===== src/core/sbd_pkg.sv =====
// Purpose: Shared constants and types of the bridge decode block
// Assumes: Avalon byte address is four times the register index
// Notes:   Widths fixed at the documented values
package sbd_pkg;

	// ****************************************
	// Register indices
	// ****************************************
	localparam logic [7:0] SBD_IDX_PBASE  = 8'h24;
	localparam logic [7:0] SBD_IDX_PTOP   = 8'h26;
	localparam logic [7:0] SBD_IDX_BCTL   = 8'h3E;
	localparam logic [7:0] SBD_IDX_ERRCMD = 8'h40;
	localparam logic [7:0] SBD_IDX_LINK   = 8'h50;
	localparam logic [7:0] SBD_IDX_CMD    = 8'h04;
	localparam logic [7:0] SBD_IDX_IOWIN  = 8'h1C;
	localparam logic [7:0] SBD_IDX_LEGACY = 8'h60;
	localparam logic [7:0] SBD_IDX_STAT   = 8'h64;

	// ****************************************
	// Reset values and writable masks
	// ****************************************
	localparam logic [31:0] SBD_RST_PBASE  = 32'h0000FFF0;
	localparam logic [31:0] SBD_RST_PTOP   = 32'h00000000;
	localparam logic [31:0] SBD_RST_BCTL   = 32'h00000000;
	localparam logic [31:0] SBD_RST_ERRCMD = 32'h00000000;
	localparam logic [31:0] SBD_RST_LINK   = 32'h0E042802;
	localparam logic [31:0] SBD_RST_ZERO   = 32'h00000000;
	localparam logic [31:0] SBD_MSK_WIN    = 32'h0000FFF0;
	localparam logic [31:0] SBD_MSK_BCTL   = 32'h0000000C;
	localparam logic [31:0] SBD_MSK_ERRCMD = 32'h00000001;
	localparam logic [31:0] SBD_MSK_LINK   = 32'hEE00C000;
	localparam logic [31:0] SBD_MSK_CMD    = 32'h00000100;
	localparam logic [31:0] SBD_MSK_IOWIN  = 32'h0000F0F0;
	localparam logic [31:0] SBD_MSK_LEGACY = 32'h00000001;
	localparam logic [31:0] SBD_MSK_STAT   = 32'h00000003;

	// ****************************************
	// Field positions
	// ****************************************
	localparam int SBD_B_VGA     = 3;
	localparam int SBD_B_ISA     = 2;
	localparam int SBD_B_TARGET_ABORT_SYSERR_ENABLE   = 0;
	localparam int SBD_B_SYSERR  = 8;
	localparam int SBD_B_MONO    = 0;
	localparam int SBD_B_ST_MA   = 0;
	localparam int SBD_B_ST_TA   = 1;
	localparam int SBD_B_ST_ILL  = 2;
	localparam logic [31:0] SBD_ALL_ONES = 32'hFFFFFFFF;

	// ****************************************
	// Carriers
	// ****************************************
	typedef struct packed {
		logic        valid;
		logic        is_io;
		logic [31:0] addr;
	} sbd_req_t;

	typedef struct packed {
		logic valid;
		logic to_link;
		logic to_hub;
	} sbd_route_t;

	typedef struct packed {
		logic        valid;
		logic        is_read;
		logic        master_abort;
		logic        target_abort;
		logic [31:0] rdata;
	} sbd_done_t;

	typedef struct packed {
		logic        valid;
		logic        dropped;
		logic [31:0] rdata;
	} sbd_cpl_t;

	// Byte-lane write into the writable bits only
	function automatic logic [31:0] sbd_wr(input logic [31:0] old,
		input logic [31:0] wd, input logic [3:0] be,
		input logic [31:0] msk);
		logic [31:0] lane;
		lane = {{8{be[3]}}, {8{be[2]}}, {8{be[1]}}, {8{be[0]}}};
		return (old & ~(lane & msk)) | (wd & lane & msk);
	endfunction

endpackage


===== src/core/sbd_bridge.sv =====
// Purpose: Decode and control for the streaming-link bridge function
// Assumes: Host and link completion logic on clk_i
// Notes:   Avalon-MM slave, one wait state per access
//
// Chosen here: the Avalon-MM interface to the registers.
`timescale 1ns/100ps
module sbd_bridge
	import sbd_pkg::*;
(
	input  wire logic        clk_i,
	input  wire logic        reset_i,
	input  wire logic [9:0]  avs_address_i,
	input  wire logic        avs_read_i,
	input  wire logic        avs_write_i,
	input  wire logic [31:0] avs_writedata_i,
	input  wire logic [3:0]  avs_byteenable_i,
	output logic [31:0]      avs_readdata_o,
	output logic             avs_waitrequest_o,
	input  wire sbd_req_t    host_req_i,
	output sbd_route_t       route_o,
	input  wire sbd_done_t   link_done_i,
	output sbd_cpl_t         host_cpl_o,
	output logic             serr_msg_o,
	output logic [2:0]       lowest_subordinate_hub_o,
	output logic [2:0]       highest_subordinate_hub_o,
	output logic [1:0]       link_width_select_o
);

	// ****************************************
	// State
	// ****************************************
	typedef struct packed {
		logic        ack;
		logic [31:0] rdata;
		logic [31:0] pbase;
		logic [31:0] ptop;
		logic [31:0] bctl;
		logic [31:0] errcmd;
		logic [31:0] link;
		logic [31:0] cmd;
		logic [31:0] iowin;
		logic [31:0] legacy;
		logic [31:0] stat;
		sbd_route_t  route;
		sbd_cpl_t    cpl;
		logic        serr;
	} sbd_state_t;

	sbd_state_t state_q;
	sbd_state_t state_d;

	logic [7:0]  reg_idx;
	logic        idx_ok;
	logic        acc_done;
	logic        wr_done;
	logic        pf_hit;
	logic        io_hit;
	logic        is_vga;
	logic        is_mda;
	logic        isa_alias;
	logic        legacy_ill;
	logic [31:0] rd_mux;
	logic [31:0] stat_view;

	// ****************************************
	// Bus decode
	// ****************************************
	assign reg_idx  = avs_address_i[9:2];
	assign idx_ok   = avs_address_i[1:0] == 2'h0;
	assign acc_done = (avs_read_i | avs_write_i) & state_q.ack;
	assign wr_done  = avs_write_i & state_q.ack & idx_ok;

	assign avs_waitrequest_o = (avs_read_i | avs_write_i) & ~state_q.ack;

	// ****************************************
	// Window and legacy decode
	// ****************************************
	sbd_win_cmp #(
		.W (12)
	) u_pf_win (
		.addr_i (host_req_i.addr[31:20]),
		.base_i (state_q.pbase[15:4]),
		.top_i  (state_q.ptop[15:4]),
		.hit_o  (pf_hit)
	);

	sbd_win_cmp #(
		.W (4)
	) u_io_win (
		.addr_i (host_req_i.addr[15:12]),
		.base_i (state_q.iowin[7:4]),
		.top_i  (state_q.iowin[15:12]),
		.hit_o  (io_hit)
	);

	sbd_legacy_dec u_legacy (
		.req_i (host_req_i),
		.vga_o (is_vga),
		.mda_o (is_mda)
	);

	assign isa_alias  = host_req_i.addr[9:8] != 2'h0;
	assign legacy_ill = ~state_q.bctl[SBD_B_VGA]
		& state_q.legacy[SBD_B_MONO];

	// ****************************************
	// Status view
	// ****************************************
	always_comb begin
		stat_view = state_q.stat & SBD_MSK_STAT;
		stat_view[SBD_B_ST_ILL] = legacy_ill;
	end

	// ****************************************
	// Read mux
	// ****************************************
	always_comb begin
		rd_mux = SBD_RST_ZERO;
		if (idx_ok) begin
			unique case (reg_idx)
				SBD_IDX_PBASE: begin
					rd_mux = state_q.pbase & SBD_MSK_WIN;
				end
				SBD_IDX_PTOP: begin
					rd_mux = state_q.ptop & SBD_MSK_WIN;
				end
				SBD_IDX_BCTL: begin
					// Bits 7,6,5,4,1,0 stay zero
					rd_mux = state_q.bctl & SBD_MSK_BCTL;
				end
				SBD_IDX_ERRCMD: begin
					rd_mux = state_q.errcmd & SBD_MSK_ERRCMD;
				end
				SBD_IDX_LINK: begin
					rd_mux = (state_q.link & SBD_MSK_LINK)
						| (SBD_RST_LINK & ~SBD_MSK_LINK);
				end
				SBD_IDX_CMD: begin
					rd_mux = state_q.cmd & SBD_MSK_CMD;
				end
				SBD_IDX_IOWIN: begin
					rd_mux = state_q.iowin & SBD_MSK_IOWIN;
				end
				SBD_IDX_LEGACY: begin
					rd_mux = state_q.legacy & SBD_MSK_LEGACY;
				end
				SBD_IDX_STAT: begin
					rd_mux = stat_view;
				end
				default: begin
					rd_mux = SBD_RST_ZERO;
				end
			endcase
		end
	end

	// ****************************************
	// Next state
	// ****************************************
	always_comb begin
		state_d = state_q;

		// One wait state per access
		state_d.ack   = (avs_read_i | avs_write_i) & ~state_q.ack;
		state_d.rdata = acc_done ? state_q.rdata : rd_mux;

		// Register writes
		if (wr_done) begin
			unique case (reg_idx)
				SBD_IDX_PBASE: begin
					state_d.pbase = sbd_wr(state_q.pbase,
						avs_writedata_i, avs_byteenable_i,
						SBD_MSK_WIN);
				end
				SBD_IDX_PTOP: begin
					state_d.ptop = sbd_wr(state_q.ptop,
						avs_writedata_i, avs_byteenable_i,
						SBD_MSK_WIN);
				end
				SBD_IDX_BCTL: begin
					state_d.bctl = sbd_wr(state_q.bctl,
						avs_writedata_i, avs_byteenable_i,
						SBD_MSK_BCTL);
				end
				SBD_IDX_ERRCMD: begin
					state_d.errcmd = sbd_wr(state_q.errcmd,
						avs_writedata_i, avs_byteenable_i,
						SBD_MSK_ERRCMD);
				end
				SBD_IDX_LINK: begin
					state_d.link = sbd_wr(state_q.link,
						avs_writedata_i, avs_byteenable_i,
						SBD_MSK_LINK);
				end
				SBD_IDX_CMD: begin
					state_d.cmd = sbd_wr(state_q.cmd,
						avs_writedata_i, avs_byteenable_i,
						SBD_MSK_CMD);
				end
				SBD_IDX_IOWIN: begin
					state_d.iowin = sbd_wr(state_q.iowin,
						avs_writedata_i, avs_byteenable_i,
						SBD_MSK_IOWIN);
				end
				SBD_IDX_LEGACY: begin
					state_d.legacy = sbd_wr(state_q.legacy,
						avs_writedata_i, avs_byteenable_i,
						SBD_MSK_LEGACY);
				end
				SBD_IDX_STAT: begin
					// Write one to clear
					state_d.stat = state_q.stat
						& ~(avs_writedata_i & SBD_MSK_STAT);
				end
				default: begin
					state_d.stat = state_q.stat;
				end
			endcase
		end

		// Routing of host requests
		state_d.route.valid   = host_req_i.valid;
		state_d.route.to_link = 1'b0;
		if (host_req_i.valid) begin
			if (is_vga) begin
				state_d.route.to_link = state_q.bctl[SBD_B_VGA]
					& ~is_mda;
			end else if (host_req_i.is_io) begin
				state_d.route.to_link = io_hit
					& ~(state_q.bctl[SBD_B_ISA]
					& isa_alias);
			end else begin
				state_d.route.to_link = pf_hit;
			end
		end
		state_d.route.to_hub = host_req_i.valid
			& ~state_d.route.to_link;

		// Completions back to the host
		state_d.cpl.valid   = link_done_i.valid;
		state_d.cpl.dropped = 1'b0;
		state_d.cpl.rdata   = SBD_RST_ZERO;
		if (link_done_i.valid) begin
			if (link_done_i.master_abort) begin
				state_d.cpl.dropped = ~link_done_i.is_read;
				state_d.cpl.rdata   = link_done_i.is_read
					? SBD_ALL_ONES : SBD_RST_ZERO;
			end else if (link_done_i.is_read) begin
				state_d.cpl.rdata = link_done_i.rdata;
			end
		end

		// SERR message on target abort
		state_d.serr = link_done_i.valid
			& link_done_i.target_abort
			& state_q.errcmd[SBD_B_TARGET_ABORT_SYSERR_ENABLE]
			& state_q.cmd[SBD_B_SYSERR];

		// Sticky status, set wins over clear
		if (link_done_i.valid & link_done_i.master_abort) begin
			state_d.stat[SBD_B_ST_MA] = 1'b1;
		end
		if (link_done_i.valid & link_done_i.target_abort) begin
			state_d.stat[SBD_B_ST_TA] = 1'b1;
		end
	end

	// ****************************************
	// Registers
	// ****************************************
	always_ff @(posedge clk_i) begin
		if (reset_i) begin
			state_q.ack    <= 1'b0;
			state_q.rdata  <= SBD_RST_ZERO;
			state_q.pbase  <= SBD_RST_PBASE;
			state_q.ptop   <= SBD_RST_PTOP;
			state_q.bctl   <= SBD_RST_BCTL;
			state_q.errcmd <= SBD_RST_ERRCMD;
			state_q.link   <= SBD_RST_LINK;
			state_q.cmd    <= SBD_RST_ZERO;
			state_q.iowin  <= SBD_RST_ZERO;
			state_q.legacy <= SBD_RST_ZERO;
			state_q.stat   <= SBD_RST_ZERO;
			state_q.route  <= '0;
			state_q.cpl    <= '0;
			state_q.serr   <= 1'b0;
		end else begin
			state_q <= state_d;
		end
	end

	// ****************************************
	// Outputs
	// ****************************************
	assign avs_readdata_o = state_q.rdata;
	assign route_o        = state_q.route;
	assign host_cpl_o     = state_q.cpl;
	assign serr_msg_o     = state_q.serr;

	assign lowest_subordinate_hub_o  = state_q.link[31:29];
	assign highest_subordinate_hub_o = state_q.link[27:25];
	assign link_width_select_o       = state_q.link[15:14];

endmodule // sbd_bridge


===== src/core/sbd_win_cmp.sv =====
// Purpose: Inclusive window compare on upper address bits
// Assumes: Low bits taken as zero at base, ones at top
// Notes:   Inverted window reads as empty
`timescale 1ns/100ps
module sbd_win_cmp #(
	parameter int W = 12
) (
	input  wire logic [W-1:0] addr_i,
	input  wire logic [W-1:0] base_i,
	input  wire logic [W-1:0] top_i,
	output logic              hit_o
);

	// ****************************************
	// Compare
	// ****************************************
	always_comb begin
		hit_o = (addr_i >= base_i) && (addr_i <= top_i)
			&& (base_i <= top_i);
	end

endmodule // sbd_win_cmp


===== src/core/sbd_legacy_dec.sv =====
// Purpose: Classify VGA and MDA legacy references
// Assumes: Standard legacy memory and I/O ranges
// Notes:   MDA ranges are a subset of the VGA ranges, except I/O port 3BF
`timescale 1ns/100ps
module sbd_legacy_dec
	import sbd_pkg::*;
(
	input  wire sbd_req_t req_i,
	output logic          vga_o,
	output logic          mda_o
);

	// ****************************************
	// Range decode
	// ****************************************
	always_comb begin
		vga_o = 1'b0;
		mda_o = 1'b0;
		if (req_i.is_io) begin
			if (req_i.addr[31:4] == 28'h000003B) begin
				vga_o = req_i.addr[3:0] <= 4'hB;
				mda_o = (req_i.addr[3:0] == 4'h4)
					|| (req_i.addr[3:0] == 4'h5)
					|| (req_i.addr[3:0] == 4'h8)
					|| (req_i.addr[3:0] == 4'h9)
					|| (req_i.addr[3:0] == 4'hA)
					|| (req_i.addr[3:0] == 4'hF);
			end
			if (req_i.addr[31:5] == 27'h000001E) begin
				vga_o = 1'b1;
			end
		end else begin
			vga_o = req_i.addr[31:17] == 15'h0005;
			mda_o = req_i.addr[31:15] == 17'h00016;
		end
	end

endmodule // sbd_legacy_dec


===== config.mk =====
export PLATFORM = sky130hd
export DESIGN_NAME = sbd_bridge
export DESIGN_NICKNAME = d
export VERILOG_FILES = /design/src/core/sbd_pkg.sv /design/src/core/sbd_bridge.sv /design/src/core/sbd_win_cmp.sv /design/src/core/sbd_legacy_dec.sv
export SDC_FILE = /design/constraint.sdc
export NUM_CORES = 1
export LEC_CHECK = 0
export ABC_AREA = 1
export CORE_MARGIN = 2
export CORE_UTILIZATION = 58
export CTS_CLUSTER_SIZE = 28
export DETAILED_ROUTE_END_ITERATION = 7
export DONT_BUFFER_PORTS = 1
export PLACE_DENSITY = 0.73
export SETUP_SLACK_MARGIN = 0.3
export SYNTH_ARGS = -nofsm -noshare
export SYNTH_HDL_FRONTEND = slang
export SYNTH_SLANG_ARGS = --single-unit

===== constraint.sdc =====
create_clock -name clk_i -period 3.4 [get_ports clk_i]
set_input_delay 0.34 -clock clk_i [delete_from_list [all_inputs] [get_ports clk_i]]
set_output_delay 0.34 -clock clk_i [all_outputs]
set_load 0.01 [all_outputs]

==> results.tsv <==
metric	value	unit
area_growth	-3.32	%
max_slew_margin	34.6	%
portBuffers	0	
clockBufferDepth	2	
final_common_cell	nand2_1	
remaining_drc_errors	0	
clock-sinks	109	
r2r_cells	10	
fillers	962	
cap_violations	0	
clock-root-buffer	clkbuf_8	
start_util	60.0	%
cts_inserted_buffers	9	
netSwitchingPower	670	uW
vias	5033	
reg2reg_slack	1.58	ns
rows	37	
startpoint_type	register	
p_int	1.66	mW
antenna_found_initial	0	
p_leak	2.82	nW
min-delay-start	reset_i	
wl_per_cell	16.2	um
required	3.73	ns
drt_wl_total	14.9	mm
p_clk_share	37.0	%
final_hold_viol_count	0	
layout-drive-gt1-share	4.82	%
cp.arrival	2.15	ns
grt_pass1_wl	23.3	mm
grt_util_met1	32.4	%
post_drt_via_cell_ratio	5.45	
p_per_area	387	mW/mm^2
crit_path_end_kind	register	
worst-setup-path-type	reg2reg	
fin_nets	951	
avgSynthCellArea	7.26	sq um
die_h	108	um
cts_setup_buffers	0	
comb_power_share	6.7	%
ant_nets	0	
synth_top_cell_area_share	35.1	%
finalCritPeriodShare	53.6	%
holdBufCountCts	3	
gp_congestion	0.935	
seqCellArea	0.00218	sq mm
boundaryPins	199	
path_clk_slew	0.13	ns
ir_drop	0.239	mV
r2r-end	route_o[0]$_SDFF_PP0_	
cts_tree	built	
switching_share	28.7	%
seqPwrFrac	56.3	%
die_x	108	um
fmax	549	MHz
slew_violations	0	
grt_usage	25.8	%
worst_pin_slew	0.979	ns
yosysSeqAreaShare	35.1	%
finalSetupViolCount	0	
period_needed	1.82	ns
grt-busiest-layer	met2	
use_met2	42.8	%
status	complete, no violations	
yosys.area.top_type	dfxtp_1	
num_antenna_cells	0	
grt_max_degree	34	
ctsResizeCount	0	
grt_pass1_vias	4872	
yosys-top-cells-area	dfxtp_1 35%, ha_1 9.7%, nand2_1 9.5%	
synth_cell_types	37	
multiInputGateArea	0.00295	sq mm
final.setup_skew	0.0145	ns
rsz0062_at_grt	no	
hold_path.class	in2reg	
ys_ff_latch	109	
synth_area	0.00622	sq mm
first_pass_iters	5	
power	2.33	mW
drt_first_iter_violations	333	
die_area	0.0116	sq mm
grt.overflow.total	0	
synth_warnings	0	
place.detailed.hpwl	11.4	mm
netlist_instances	857	
final_cell_mix	158 x nand2_1, 132 x nor2_1, 112 x inv_1	
core	0.0104	sq mm
h-tree-depth	3	
worstSkewPairLatency	0.40	ns
use_met3	5.63	%
setup_tns	0	ns
cp-endpoint	route_o[0]$_SDFF_PP0_	
cp_max_fo	3	
## stage by stage
stage                     util (%)  cells  area [sq um]  hold slack (ns)  setup WS, ns
after global placement        55.4    903          5740            0.415          1.62
after CTS                     57.8    922          6000        0.0000810          1.61
after global routing          58.0    924          6020         0.000520          1.41
after floorplan                  -    865          6250            0.419          1.92
final                         58.0    924          6020           0.0141          1.58
after detailed placement      55.4    903          5740            0.417          1.49
## cell usage after synthesis
master,count
inv_2,2
o221ai_2,1
nor2_4,6
o32ai_1,1
o22ai_1,5
ha_1,48
nand4_1,14
nor2_8,1
o21bai_1,3
buf_1,1
o21ai_1,2
nor2_2,3
and2_1,1
buf_2,2
a211oi_1,11
and3_1,1
nand3_4,2
conb_1,1
a211oi_2,2
clkbuf_1,15
nand2_2,4
o221ai_1,4
o211ai_1,16
o21ai_0,23
dfxtp_1,109
nand3_1,22
inv_1,112
a21oi_1,59
nor4_1,1
o21a_1,3
and2_0,1
nand2_1,158
buf_4,78
nor3_1,8
nor2_1,132
a311oi_1,2
buf_6,3
## power by group through the flow
stage	clock network (mW)	logic, mW	registers (mW)
after floorplan	0	0.165	1.33
after global placement	0	0.132	1.34
after detailed placement	0	0.141	1.34
after CTS	0.874	0.151	1.31
after global routing	0.927	0.179	1.32
final	0.862	0.156	1.31
## final cells by class
type	instances	share of cell area [%]
Timing Repair Buffer	6	0.957
Clock buffer	9	2.06
Sequential cell	109	36.3
Clock inverter	7	1.68
Multi-Input combinational cell	543	49.1
Inverter	114	7.11
Tap cell	136	2.83
## worst min path at each step
stage | to | cells after the start | slack [ns]
floorplan | host_cpl_o[32]$_SDFF_PP0_ | 1 | 0.42
global placement | avs_readdata_o[26]$_SDFFE_PP0N_ | 1 | 0.41
detailed placement | avs_readdata_o[30]$_SDFFE_PP0N_ | 1 | 0.42
CTS | register | 1 | 0.00008
global route | avs_readdata_o[12]$_SDFFE_PP0N_ | 1 | 0.0005
finish | avs_readdata_o[12]$_SDFFE_PP0N_ | 1 | 0.01
## kinds of logic after synthesis
logic type	count (synthesis)	share of synthesized area (%)
other cells	1	0.0603
compound gates	132	12.9
fa+ha+maj	48	9.65
flops	109	35.1
simple gates	354	24.4
buf+inv	213	18.0
## layer usage
metal	wire, um	vias up
met2	6960	240
met3	1380	45
met4	423	0
li1	-	2519
met5	0	-
met1	6190	2229
## critical path, stage by stage (launching register included)
cell	delay, ns
dfxtp_1	0.36
inv_1	0.09
ha_1	0.31
nand4_1	0.11
nor2_1	0.19
nand2_1	0.11
nand3_1	0.12
nand2_1	0.07
nand3_1	0.13
nand3_1	0.12
a21oi_1	0.14
Note: power is estimated with default switching activity, not from simulation.
